==> src/fsp_pkg.sv <==
// Package for the flash self-programming controller: offsets, fields, codes, timing, types.
// Assumes a 250 MHz core clock and a word-addressed flash array macro next to the block.
package fsp_pkg;

  // Register byte offsets on the Avalon-MM slave
  localparam logic [4:0] OFS_CTRL = 5'h00;
  localparam logic [4:0] OFS_KEY = 5'h04;
  localparam logic [4:0] OFS_PAGE = 5'h08;
  localparam logic [4:0] OFS_EA = 5'h0c;
  localparam logic [4:0] OFS_WDATA = 5'h10;
  localparam logic [4:0] OFS_CMD = 5'h14;
  localparam logic [4:0] OFS_RDATA = 5'h18;

  // Control register field positions
  localparam int unsigned BIT_WR = 15;
  localparam int unsigned BIT_WRITE_ENABLE_BIT = 14;
  localparam int unsigned BIT_ERR = 13;
  localparam int unsigned BIT_ERASE = 6;

  // Table command register field positions
  localparam int unsigned BIT_CMD_HIGH = 0;
  localparam int unsigned BIT_CMD_BYTE = 1;
  localparam int unsigned BIT_CMD_READ = 2;

  // Unlock key values
  localparam logic [7:0] KEY_FIRST = 8'h55;
  localparam logic [7:0] KEY_SECOND = 8'haa;

  // Operation codes
  localparam logic [3:0] OP_BULK = 4'hf;
  localparam logic [3:0] OP_GSEG = 4'hd;
  localparam logic [3:0] OP_SSEG = 4'hc;
  localparam logic [3:0] OP_WORD = 4'h3;
  localparam logic [3:0] OP_PAGE = 4'h2;
  localparam logic [3:0] OP_ROW = 4'h1;
  localparam logic [3:0] OP_CFG = 4'h0;

  // Array geometry: 64 words a row, 8 rows a page, two addresses per word
  localparam int unsigned ROW_WORDS = 64;
  localparam logic [23:0] ROW_MASK = 24'hffff80;
  localparam logic [23:0] PAGE_MASK = 24'hfffc00;

  // Timing: fast RC oscillator cycle counts scaled to the core clock, rounded up
  localparam longint unsigned CLK_KHZ = 250000;
  localparam longint unsigned FRC_KHZ = 7370;
  localparam longint unsigned ROW_FRC_CYC = 11064;
  localparam longint unsigned ROW_CLK_CYC = (ROW_FRC_CYC * CLK_KHZ + FRC_KHZ - 1) / FRC_KHZ;

  typedef enum logic [2:0] {
    FSM_IDLE = 3'b001,
    FSM_STREAM = 3'b010,
    FSM_HOLD = 3'b100
  } fsp_fsm_e;

  typedef enum logic [8:0] {
    K_NONE = 9'h001,
    K_BULK = 9'h002,
    K_GSEG = 9'h004,
    K_SSEG = 9'h008,
    K_PAGE = 9'h010,
    K_CFGE = 9'h020,
    K_WORD = 9'h040,
    K_ROW = 9'h080,
    K_CFGP = 9'h100
  } fsp_kind_e;

  typedef struct packed {
    logic wr;
    logic er;
    logic rd;
    logic cfg;
    fsp_kind_e kind;
    logic [23:0] addr;
    logic [23:0] data;
  } fsp_flash_req_s;

  typedef struct packed {
    fsp_fsm_e fsm;
    logic busy;
    logic wr;
    logic write_enable_bit;
    logic err;
    logic erase;
    logic [3:0] op;
    logic key55;
    logic armed;
    logic [7:0] page;
    logic [15:0] ea;
    logic [15:0] wdata;
    logic [15:0] rdata;
    logic pend;
    logic [2:0] cmd;
    logic wait_req;
    logic [31:0] rbus;
    logic [23:0] base;
    logic [5:0] idx;
    logic [31:0] tmr;
    fsp_kind_e kind;
    fsp_flash_req_s fl;
    logic [ROW_WORDS-1:0][23:0] hbuf;
  } fsp_state_s;

  localparam fsp_state_s ST_RST = '{fsm: FSM_IDLE, kind: K_NONE, wait_req: 1'b1, fl: '{kind: K_NONE, default: '0},
                                    default: '0};

endpackage

==> src/fsp_ctrl.sv <==
// Flash self-programming controller: holding buffer, unlock key, self-timed program and erase.
// Assumes an Avalon-MM master on the register port, a flash macro with one-cycle read latency,
// rst_n_i as power-on reset and sys_rst_i as a synchronous reset from any other source.
//
// Added by the designer: the Avalon-MM register port and the register offsets.
`timescale 1ns/10ps
module fsp_ctrl #(
  parameter logic [31:0] ROW_CYC = 32'(fsp_pkg::ROW_CLK_CYC),
  parameter logic [31:0] ERASE_CYC = 32'(fsp_pkg::ROW_CLK_CYC),
  parameter logic [31:0] WORD_CYC = 32'(fsp_pkg::ROW_CLK_CYC)
) (
  input wire logic clk_i,
  input wire logic rst_n_i,
  input wire logic sys_rst_i,
  input wire logic [4:0] avs_address_i,
  input wire logic avs_read_i,
  input wire logic avs_write_i,
  input wire logic [3:0] avs_byteenable_i,
  input wire logic [31:0] avs_writedata_i,
  output logic [31:0] avs_readdata_o,
  output logic avs_waitrequest_o,
  input wire logic [23:0] flash_rdata_i,
  output fsp_pkg::fsp_flash_req_s flash_req_o,
  output logic stall_o
);

  fsp_pkg::fsp_state_s st_q;
  fsp_pkg::fsp_state_s st_d;
  logic acc_w;
  logic start_w;
  logic bad_w;

  function automatic logic [15:0] merge16(input logic [15:0] old_v, input logic [15:0] new_v,
                                          input logic [1:0] be);
    merge16 = {be[1] ? new_v[15:8] : old_v[15:8], be[0] ? new_v[7:0] : old_v[7:0]};
  endfunction

  function automatic fsp_pkg::fsp_kind_e decode(input logic erase, input logic [3:0] op);
    decode = fsp_pkg::K_NONE;
    if (erase)
    begin
      unique case (op)
        fsp_pkg::OP_BULK: decode = fsp_pkg::K_BULK;
        fsp_pkg::OP_GSEG: decode = fsp_pkg::K_GSEG;
        fsp_pkg::OP_SSEG: decode = fsp_pkg::K_SSEG;
        fsp_pkg::OP_PAGE: decode = fsp_pkg::K_PAGE;
        fsp_pkg::OP_CFG: decode = fsp_pkg::K_CFGE;
        default: decode = fsp_pkg::K_NONE;
      endcase
    end
    else
    begin
      unique case (op)
        fsp_pkg::OP_WORD: decode = fsp_pkg::K_WORD;
        fsp_pkg::OP_ROW: decode = fsp_pkg::K_ROW;
        fsp_pkg::OP_CFG: decode = fsp_pkg::K_CFGP;
        default: decode = fsp_pkg::K_NONE;
      endcase
    end
  endfunction

  always_comb
  begin
    logic [15:0] cv;
    logic [23:0] word;
    logic [23:0] tgt;
    logic [31:0] dur;
    fsp_pkg::fsp_kind_e k;
    cv = '0;
    word = '0;
    tgt = '0;
    dur = '0;
    k = fsp_pkg::K_NONE;
    st_d = st_q;
    st_d.fl.wr = 1'b0;
    st_d.fl.er = 1'b0;
    st_d.fl.rd = 1'b0;
    st_d.wait_req = 1'b1;
    acc_w = 1'b0;
    start_w = 1'b0;
    bad_w = 1'b0;

    unique case (st_q.fsm)
      fsp_pkg::FSM_IDLE:
      begin
      end
      fsp_pkg::FSM_STREAM:
      begin
        // Stream the whole row buffer to the array
        st_d.fl.wr = 1'b1;
        st_d.fl.addr = st_q.base | {17'h0, st_q.idx, 1'b0};
        st_d.fl.data = st_q.hbuf[st_q.idx];
        st_d.idx = st_q.idx + 6'h01;
        st_d.tmr = st_q.tmr - 32'd1;
        if (st_q.idx == 6'h3f)
        begin
          st_d.fsm = fsp_pkg::FSM_HOLD;
        end
      end
      fsp_pkg::FSM_HOLD:
      begin
        if (st_q.tmr == 32'd0)
        begin
          st_d.fsm = fsp_pkg::FSM_IDLE;
          st_d.busy = 1'b0;
          st_d.wr = 1'b0;
          // Normal completion reads as no error
          st_d.err = 1'b0;
        end
        else
        begin
          st_d.tmr = st_q.tmr - 32'd1;
        end
      end
    endcase

    if (st_q.pend)
    begin
      // Second cycle of a table access
      st_d.pend = 1'b0;
      st_d.wait_req = 1'b0;
      word = st_q.hbuf[st_q.ea[6:1]];
      if (st_q.cmd[fsp_pkg::BIT_CMD_READ])
      begin
        if (!st_q.cmd[fsp_pkg::BIT_CMD_HIGH])
        begin
          st_d.rdata = !st_q.cmd[fsp_pkg::BIT_CMD_BYTE] ? flash_rdata_i[15:0] :
                       (st_q.ea[0] ? {8'h00, flash_rdata_i[15:8]} : {8'h00, flash_rdata_i[7:0]});
        end
        else
        begin
          // High byte, phantom byte reads zero
          st_d.rdata = (st_q.cmd[fsp_pkg::BIT_CMD_BYTE] && st_q.ea[0]) ? 16'h0000 :
                       {8'h00, flash_rdata_i[23:16]};
        end
      end
      else
      begin
        if (!st_q.cmd[fsp_pkg::BIT_CMD_HIGH])
        begin
          // Low word into the holding buffer
          if (!st_q.cmd[fsp_pkg::BIT_CMD_BYTE])
          begin
            word[15:0] = st_q.wdata;
          end
          else if (st_q.ea[0])
          begin
            word[15:8] = st_q.wdata[7:0];
          end
          else
          begin
            word[7:0] = st_q.wdata[7:0];
          end
        end
        else if (!(st_q.cmd[fsp_pkg::BIT_CMD_BYTE] && st_q.ea[0]))
        begin
          // High byte into the holding buffer
          word[23:16] = st_q.wdata[7:0];
        end
        // Buffer slot from the word index within the row
        st_d.hbuf[st_q.ea[6:1]] = word;
      end
    end
    // No register access taken while an operation runs
    else if ((avs_read_i || avs_write_i) && st_q.wait_req && !st_q.busy)
    begin
      acc_w = 1'b1;
      st_d.wait_req = 1'b0;
      st_d.rbus = '0;
      if (avs_address_i == fsp_pkg::OFS_KEY)
      begin
        // Any other key access discards the arming
        st_d.key55 = 1'b0;
        st_d.armed = 1'b0;
        if (avs_write_i && avs_byteenable_i[0])
        begin
          st_d.key55 = avs_writedata_i[7:0] == fsp_pkg::KEY_FIRST;
          st_d.armed = st_q.key55 && (avs_writedata_i[7:0] == fsp_pkg::KEY_SECOND);
        end
      end
      if (avs_write_i)
      begin
        unique case (avs_address_i)
          fsp_pkg::OFS_CTRL:
          begin
            cv = merge16({st_q.wr, st_q.write_enable_bit, st_q.err, 6'h00, st_q.erase, 2'h0, st_q.op},
                         avs_writedata_i[15:0], avs_byteenable_i[1:0]);
            st_d.key55 = 1'b0;
            st_d.armed = 1'b0;
            st_d.write_enable_bit = cv[fsp_pkg::BIT_WRITE_ENABLE_BIT];
            st_d.err = cv[fsp_pkg::BIT_ERR];
            st_d.erase = cv[fsp_pkg::BIT_ERASE];
            st_d.op = cv[3:0];
            // Only a one in the write-start bit acts
            if (avs_byteenable_i[1] && avs_writedata_i[fsp_pkg::BIT_WR])
            begin
              k = decode(cv[fsp_pkg::BIT_ERASE], cv[3:0]);
              if (!st_q.armed || !cv[fsp_pkg::BIT_WRITE_ENABLE_BIT])
              begin
                // Improper start attempt sets the flag
                bad_w = 1'b1;
                st_d.err = 1'b1;
              end
              else if (k != fsp_pkg::K_NONE)
              begin
                start_w = 1'b1;
                st_d.wr = 1'b1;
                st_d.busy = 1'b1;
                st_d.kind = k;
                st_d.fl.kind = k;
                // Configuration space flag from the page top bit
                st_d.fl.cfg = st_q.base[23];
                dur = (k == fsp_pkg::K_ROW) ? ROW_CYC :
                      ((k == fsp_pkg::K_WORD) || (k == fsp_pkg::K_CFGP)) ? WORD_CYC : ERASE_CYC;
                st_d.tmr = dur - 32'd1;
                // Row and page alignment from address zero
                tgt = (k == fsp_pkg::K_PAGE) ? (st_q.base & fsp_pkg::PAGE_MASK) : st_q.base;
                if (k == fsp_pkg::K_ROW)
                begin
                  st_d.fsm = fsp_pkg::FSM_STREAM;
                  st_d.idx = 6'h00;
                  st_d.base = st_q.base & fsp_pkg::ROW_MASK;
                end
                else
                begin
                  st_d.fsm = fsp_pkg::FSM_HOLD;
                  st_d.fl.addr = tgt;
                  st_d.fl.data = st_q.hbuf[st_q.base[6:1]];
                  st_d.fl.wr = (k == fsp_pkg::K_WORD) || (k == fsp_pkg::K_CFGP);
                  st_d.fl.er = !((k == fsp_pkg::K_WORD) || (k == fsp_pkg::K_CFGP));
                end
              end
            end
          end
          fsp_pkg::OFS_PAGE:
          begin
            if (avs_byteenable_i[0])
            begin
              st_d.page = avs_writedata_i[7:0];
            end
          end
          fsp_pkg::OFS_EA: st_d.ea = merge16(st_q.ea, avs_writedata_i[15:0], avs_byteenable_i[1:0]);
          fsp_pkg::OFS_WDATA: st_d.wdata = merge16(st_q.wdata, avs_writedata_i[15:0], avs_byteenable_i[1:0]);
          fsp_pkg::OFS_CMD:
          begin
            if (avs_byteenable_i[0])
            begin
              // Hold the answer one more cycle
              st_d.cmd = avs_writedata_i[2:0];
              st_d.pend = 1'b1;
              st_d.wait_req = 1'b1;
              // Page register on top of the address
              if (avs_writedata_i[fsp_pkg::BIT_CMD_READ])
              begin
                st_d.fl.rd = 1'b1;
                st_d.fl.addr = {st_q.page, st_q.ea};
                st_d.fl.cfg = st_q.page[7];
              end
              else
              begin
                st_d.base = {st_q.page, st_q.ea};
              end
            end
          end
          default:
          begin
          end
        endcase
      end
      else
      begin
        unique case (avs_address_i)
          fsp_pkg::OFS_CTRL: st_d.rbus = {16'h0000, st_q.wr, st_q.write_enable_bit, st_q.err, 6'h00, st_q.erase, 2'h0, st_q.op};
          fsp_pkg::OFS_PAGE: st_d.rbus = {24'h000000, st_q.page};
          fsp_pkg::OFS_EA: st_d.rbus = {16'h0000, st_q.ea};
          fsp_pkg::OFS_WDATA: st_d.rbus = {16'h0000, st_q.wdata};
          fsp_pkg::OFS_RDATA: st_d.rbus = {16'h0000, st_q.rdata};
          // Key, command and unmapped offsets read zero
          default: st_d.rbus = '0;
        endcase
      end
    end

    if (sys_rst_i)
    begin
      st_d.key55 = 1'b0;
      st_d.armed = 1'b0;
      st_d.page = '0;
      st_d.ea = '0;
      st_d.wdata = '0;
      st_d.rdata = '0;
      st_d.pend = 1'b0;
      st_d.wait_req = 1'b1;
    end
  end

  // Control bits see only the power-on reset
  always_ff @(posedge clk_i or negedge rst_n_i)
  begin
    if (!rst_n_i)
    begin
      st_q <= fsp_pkg::ST_RST;
    end
    else
    begin
      st_q <= st_d;
    end
  end

  assign avs_readdata_o = st_q.rbus;
  assign avs_waitrequest_o = st_q.wait_req;
  assign flash_req_o = st_q.fl;
  assign stall_o = st_q.busy;

  // Checking helpers
  logic [31:0] busy_cnt_q;
  logic [23:0] tbl_addr_w;
  logic [15:0] rd_lo_w;
  logic [7:0] rd_hi_w;
  logic tmr_zero_w;
  logic stream_w;
  logic tbl_cmd_w;
  assign tbl_addr_w = {st_q.page, st_q.ea};
  assign rd_lo_w = flash_rdata_i[15:0];
  assign rd_hi_w = flash_rdata_i[23:16];
  assign tmr_zero_w = st_q.tmr == 32'd0;
  assign stream_w = st_q.fsm == fsp_pkg::FSM_STREAM;
  assign tbl_cmd_w = acc_w && avs_write_i && (avs_address_i == fsp_pkg::OFS_CMD) && avs_byteenable_i[0];

  always_ff @(posedge clk_i or negedge rst_n_i)
  begin
    if (!rst_n_i)
    begin
      busy_cnt_q <= '0;
    end
    else
    begin
      busy_cnt_q <= stall_o ? busy_cnt_q + 32'd1 : 32'd0;
    end
  end
endmodule // fsp_ctrl

==> config.mk <==
export PLATFORM = sky130hd
export DESIGN_NAME = fsp_ctrl
export DESIGN_NICKNAME = d
export VERILOG_FILES = /design/src/fsp_pkg.sv /design/src/fsp_ctrl.sv
export SDC_FILE = /design/constraint.sdc
export NUM_CORES = 2
export LEC_CHECK = 0
export BUFFER_PORTS_ARGS = -buffer_cell sky130_fd_sc_hd__buf_2
export CAP_MARGIN = 20
export CORE_MARGIN = 5
export CORE_UTILIZATION = 46
export CTS_CLUSTER_DIAMETER = 120
export CTS_CLUSTER_SIZE = 28
export DETAILED_ROUTE_END_ITERATION = 10
export SYNTH_ARGS = -nofsm -noshare
export SYNTH_HDL_FRONTEND = slang
export SYNTH_SLANG_ARGS = --single-unit
==> constraint.sdc <==
create_clock -name clk_i -period 3.7 [get_ports clk_i]
set_input_delay 0.185 -clock clk_i [delete_from_list [all_inputs] [get_ports clk_i]]
set_output_delay 0.185 -clock clk_i [all_outputs]
set_load 0.005 [all_outputs]
### After elaboration in Yosys (flattened, before gate mapping)

Index checks and enable logic that the tools add are counted.

* magnitude comparators: 4
* bitwise gates (word level): 6
* multiplexer cells: 98
* add/subtract/negate cells: 2
* reductions and logical operators: 42
* eq/ne operators: 30

Operators by type and width (count)
* $bwmux 1536: 1
* $bmux 24 s6: 3
* $mux 24: 9
* $mux 58: 3
* $mux 169: 1
* $mux 56: 3
* $mux 54: 3
* $mux 16: 10
* $demux 24 s6: 1
* $mux 132: 1
* $mux 108: 1
* $mux 48: 2
* $pmux 24 s2: 2
* $mux 8: 11
* $pmux 16 s5: 1
* $mux 32: 2
* $pmux 32 s2: 1
* $mux 9: 7
* $mux 59: 1
* $mux 49: 1
* $mux 5: 7
* $logic_not 32->1: 1
* $sub 32x1->32 const B: 1
* $pmux 6 s5: 1
* 45 further kinds: 108

* word-level logic and storage cells: 276
* output and inout port bits: 95
* register bits: 1766

### Logic depth before layout (Yosys ltp)

* depth after elaboration: 21
* gate-level depth with buffers: 17
* gate-level depth less buffers: 9

### Least setup slack after synthesis

OpenSTA, ideal clock, no wires.

* path type: reg-to-reg
* start point: register st_q[1645] (netlist bit)
* end point: register st_q (netlist bit flash_req_o[0])
* setup slack: 586 ps
* library setup time: 141 ps
* required time: 3559 ps
* stages on the path, launching flop included: 9
* data arrival time: 2973 ps
* cell sequence: dfrtp_1 clkbuf_1 buf_2 buf_1 mux4_2 mux4_2 mux4_2 nor2_1 a31oi_1

RTL lines
* start: declaration: line fsp_ctrl.sv:27 `fsp_pkg::fsp_state_s st_q;`
* start signal: assignment: line fsp_ctrl.sv:302 `st_q <= fsp_pkg::ST_RST;`
* start signal: assignment: line fsp_ctrl.sv:306 `st_q <= st_d;`

### Worst setup path in the final report

* start point: register st_q[1738] (netlist bit)
* end point: register st_q[1353] (netlist bit)

* longest elaborated chain between the ends: 8
* elaborated cells on any way between the ends: 13

Ends and longest elaborated chain
* $bmux 24 s6: line fsp_ctrl.sv:122 `word = st_q.hbuf[st_q.ea[6:1]];`
* $mux 24 (implied by the code): line fsp_ctrl.sv:122
* $mux 8: line fsp_ctrl.sv:146 `else if (st_q.ea[0])`
* $mux 16: line fsp_ctrl.sv:142 `if (!st_q.cmd[fsp_pkg::BIT_CMD_BYTE])`
* $mux 16: line fsp_ctrl.sv:139 `if (!st_q.cmd[fsp_pkg::BIT_CMD_HIGH])`
* $mux 16: line fsp_ctrl.sv:123 `if (st_q.cmd[fsp_pkg::BIT_CMD_READ])`
* $mux 16: line fsp_ctrl.sv:117 `if (st_q.pend)`
* $bwmux 1536 *: line fsp_ctrl.sv:161 `st_d.hbuf[st_q.ea[6:1]] = word;`

Every way passes the cells marked *; elsewhere a longest branch is shown, timed or not. The select of a mux whose other input is x is not followed.
A chain may end at the register's enable or synchronous reset.

==> metrics.md <==
| Metric | Value |
|---|---|
| Fin. max-slew vios | `0` |
| Synth cell types | `between 80 and 90` |
| Die Y-Extent | `483 µm` |
| RePlAce Congestion | `between 0.9 and 1` |
| Logic pwr share | `under 10%` |
| Num CTS Buffers | `72` |
| Req. time, crit path | `approximately 4.4 ns` |
| Initial antenna violation count | `37` |
| Worst path top cell family by delay | `compound AO/OA/AOI/OAI gates` |
| R2r endpoint | `st_q[1353]$_DFFE_PN0P_` |
| Worst setup SP type | `register` |
| Worst IR Drop VDD | `around 0.36 mV` |
| Iteration-0 DRC Markers | `13648` |
| Post-Syn Area | `approximately 100000 µm²` |
| Synthesis-to-finish area growth | `11.7%` |
| Worst Path Buf+Inv | `5` |
| Min cycle time layout | `3.76 ns` |
| Full die area | `233000 µm²` |
| Setup CP Type | `reg2reg` |
| Post-synth top area share | `a little over two fifths` |
| CP peak stage delay | `0.55 ns` |
| #FFs+latches synth | `between 1500 and 2000` |
| Total number of vias | `87947` |
| Htree depth | `3` |
| RSZ-0062 raised after global routing | `true` |
| Remaining antenna violation count | `0` |
| Area leader, netlist | `dfrtp_1` |
| Sequential fraction of the synthesis area | `42.6%` |
| GRT overflow | `0` |
| Syn_area_per_cell | `roughly 11 µm²` |
| Reg2reg path depth | `13` |
| First-pass GRT wire length | `635000 µm` |
| Hold path start | `flash_rdata_i[2]` |
| Sequential share of power | `about 64%` |
| CTS tree | `yes` |
| Pint | `23.1 mW` |
| Hold path depth | `5` |
| DR DRC count | `0` |
| FF-to-FF Start | `st_q[1738]$_DFFE_PN0P_` |
| Final wirelength | `452000 µm` |
| Wire per inst | `between 30 and 40 µm` |
| Vias per Instance | `7.24` |
| Clk pwr share | `34.5%` |
| Synth async-reset ratio | `100%` |
| Worst Setup Slack, final | `-0.0640 ns` |
| Fmax | `0.266 GHz` |
| Pleak | `approximately 49 nW` |
| Outcome | `complete, but fails checks` |
| Max Cap Violations | `0` |
| Core Region | `222000 µm²` |
| Clk slew on worst S/H paths | `0.13 ns` |
| Top FF cell, synth | `dfrtp_1` |
| Total I/O pin count | `165` |
| Worst-margin pin slew | `1.15 ns` |
| Root Buffer | `clkbuf_16` |
| Core Util, Final | `51.6%` |
| Crit path top cell by count | `buf_12` |
| DP HPWL | `approximately 300000 µm` |
| CTS sink cnt | `1750` |
| Mapped Cells | `roughly 9000` |
| Die width | `483 µm` |
| Vias in the first global route | `83991` |
| Largest net degree at the start of global routing | `121` |
| Pwr Total | `30.1 mW` |
| CP max-delay cell | `dfrtp_4` |
| Setup_tns | `-2.68 ns` |
| Synth area leaders | `dfrtp_1 (43%), mux4_2 (16%), mux2_2 (9.6%)` |
| Post-synth EDFFs | `0` |
| I/O Buffers | `130` |
| CTS max path bufs | `3` |
| Synth warn | `0` |
| Setup crit end kind | `register` |
| Failing checks | `negative setup slack` |
| Switching power total | `7.07 mW` |
| Final #Nets | `9215` |
| PwrDens | `approximately 260 nW/µm²` |
| Slew HR | `23.1%` |
| Starting Density | `46.2%` |
| Dominant cell by count in the synthesized netlist | `dfrtp_1` |
| Worst-path fanout max | `50` |
| Final Cycle Share | `102%` |
| # rows | `173` |
| Fraction of layout cells with a size suffix above 1 | `30.7%` |
| Total GRT Usage | `approximately 38%` |
| Drt first pass iters | `8` |
| Crit path from | `st_q[1738]$_DFFE_PN0P_` |
| Switching share of power | `a little under a quarter` |
| Clock skew | `~0.057 ns` |
| Hold EP | `st_q[1707]$_DFFE_PN0P_` |
| # fillers | `19547` |
| Hold Violations, Final | `0` |
| Hold crit path type | `in2reg` |
| Final setup fails | `approximately 140` |
| R2R setup slack | `-0.06 ns` |
| Critical path arrival | `4.43 ns` |
| Crit path cell chain | `buf_12, buf_12, nor2b_4, buf_4, buf_12, a221o_1, a22oi_1, nor2_1, a21oi_1, a32oi_1, a21oi_4, buf_12, a21oi_1` |
| Clk_lat worst skew | `0.80 ns` |
| Commonest cells in the netlist | `dfrtp_1 (1747), nand2_1 (1295), mux2_2 (877)` |
per-layer routing:
metal / vias to the layer above / GRT usage, % / wire [µm]
li1: 34598 / - / -
met1: 44841 / 49.8 / 167000
met2: 6878 / 53.6 / 188000
met3: 1598 / 14.4 / 66200
met4: 32 / 21.2 / 30300
met5: - / 0.184 / 285
power groups by stage:
stage | combinational [mW] | sequential, mW | clock [mW]
after global routing | 0.714 | 19.1 | 11.1
after floorplan | 0.0774 | 19.5 | 0
final | 0.624 | 19.1 | 10.4
after global placement | 0.581 | 19.5 | 0
after detailed placement | 0.594 | 19.5 | 0
after CTS | 0.636 | 19.1 | 10.5
worst register-to-register path, cell delays in order (launching register included):
cell,delay (ns)
dfrtp_4,0.55
buf_12,0.21
buf_12,0.19
nor2b_4,0.07
buf_4,0.21
buf_12,0.18
a221o_1,0.36
a22oi_1,0.20
nor2_1,0.16
a21oi_1,0.52
a32oi_1,0.29
a21oi_4,0.23
buf_12,0.29
a21oi_1,0.18
logic make-up (layout without fill, tap and decap cells):
kind of cell,count (synthesis),in the layout,synth area share [%]
fa+ha+maj,2,2,0.0244
other cells,1,34,0.00365
compound gates,2259,2259,14.5
flops,1750,1750,42.6
simple gates,1888,1888,7.51
xor+xnor,23,23,0.196
mux,2128,2128,30.8
buf+inv,968,1092,4.27
layout make-up:
type / count / area [µm²] / area share (%)
antenna: 18 / 45.0 / 0.0393
timing repair buffer: 988 / 9790 / 8.53
inverter: 15 / 67.6 / 0.0589
tap: 2975 / 3720 / 3.24
clock buffer: 86 / 1960 / 1.71
multi-input combinational: 6316 / 55300 / 48.2
sequential: 1750 / 43800 / 38.2
clock inverter: 3 / 33.8 / 0.0294
cells in the final DEF (no fill, tap or decap), drive strengths merged, types with 31 or more instances in the layout:
| master | netlist | layout |
|---|---|---|
| dfrtp | 1747 | 1747 |
| nand2 | 1295 | 1295 |
| buf | 356 | 924 |
| mux2 | 878 | 878 |
| o21ai | 753 | 753 |
| mux4 | 741 | 741 |
| mux2i | 509 | 509 |
| nor2 | 343 | 343 |
| a22oi | 338 | 338 |
| a21oi | 315 | 315 |
| o221ai | 229 | 229 |
| a221oi | 155 | 155 |
| o22ai | 109 | 109 |
| clkbuf | 597 | 94 |
| a31oi | 73 | 73 |
| dlygate4sd3 | 0 | 56 |
| nor3 | 51 | 51 |
| o211ai | 49 | 49 |
| a22o | 37 | 37 |
| a211oi | 34 | 34 |
| a41oi | 34 | 34 |
| nand4 | 33 | 33 |
| a221o | 31 | 31 |
what timing repair did:
| action | 4_1_cts | 5_1_grt |
|---|---|---|
| pin swaps | 1 | 6 |
| gates cloned | 0 | 7 |
| endpoints found under the hold margin | 607 | 0 |
| gates resized for setup | 6 | 40 |
| setup endpoints to repair | 156 | 880 |
| buffers inserted | 15 | 29 |
| hold buffers | 56 | 0 |
registers in the layout (all words and copies together) (netlist names):
signal             cells
st_q                1671
avs_waitrequest_o      1
stall_o                1
avs_readdata_o        16
flash_req_o           61
through the flow:
stage / instance area, µm² / hold WS [ns] / instances / setup slack [ns]
CTS: 114000 / 0.00285 / 12092 / 0.0100
detailed placement: 111000 / 0.255 / 11932 / -0.0615
global placement: 111000 / 0.252 / 11930 / -0.164
finish: 115000 / 0.0317 / 12151 / -0.0640
floorplan: 103000 / -0.111 / 9034 / 0.586
global route: 115000 / 0.0711 / 12135 / -0.0657
worst max path at each step:
stage                                     endpoint  slack [ns]  depth (start not counted)
after floorplan           flash_req_o[0]$_DFF_PN0_        0.59                          8
after global placement      st_q[1110]$_DFFE_PN0P_       -0.16                         10
after detailed placement     st_q[659]$_DFFE_PN0P_       -0.06                         12
after CTS                    st_q[535]$_DFFE_PN0P_        0.01                         12
after global routing         st_q[535]$_DFFE_PN0P_       -0.07                         12
final                       st_q[1353]$_DFFE_PN0P_       -0.06                         13
No activity file was read; power rests on OpenSTA's default activity.
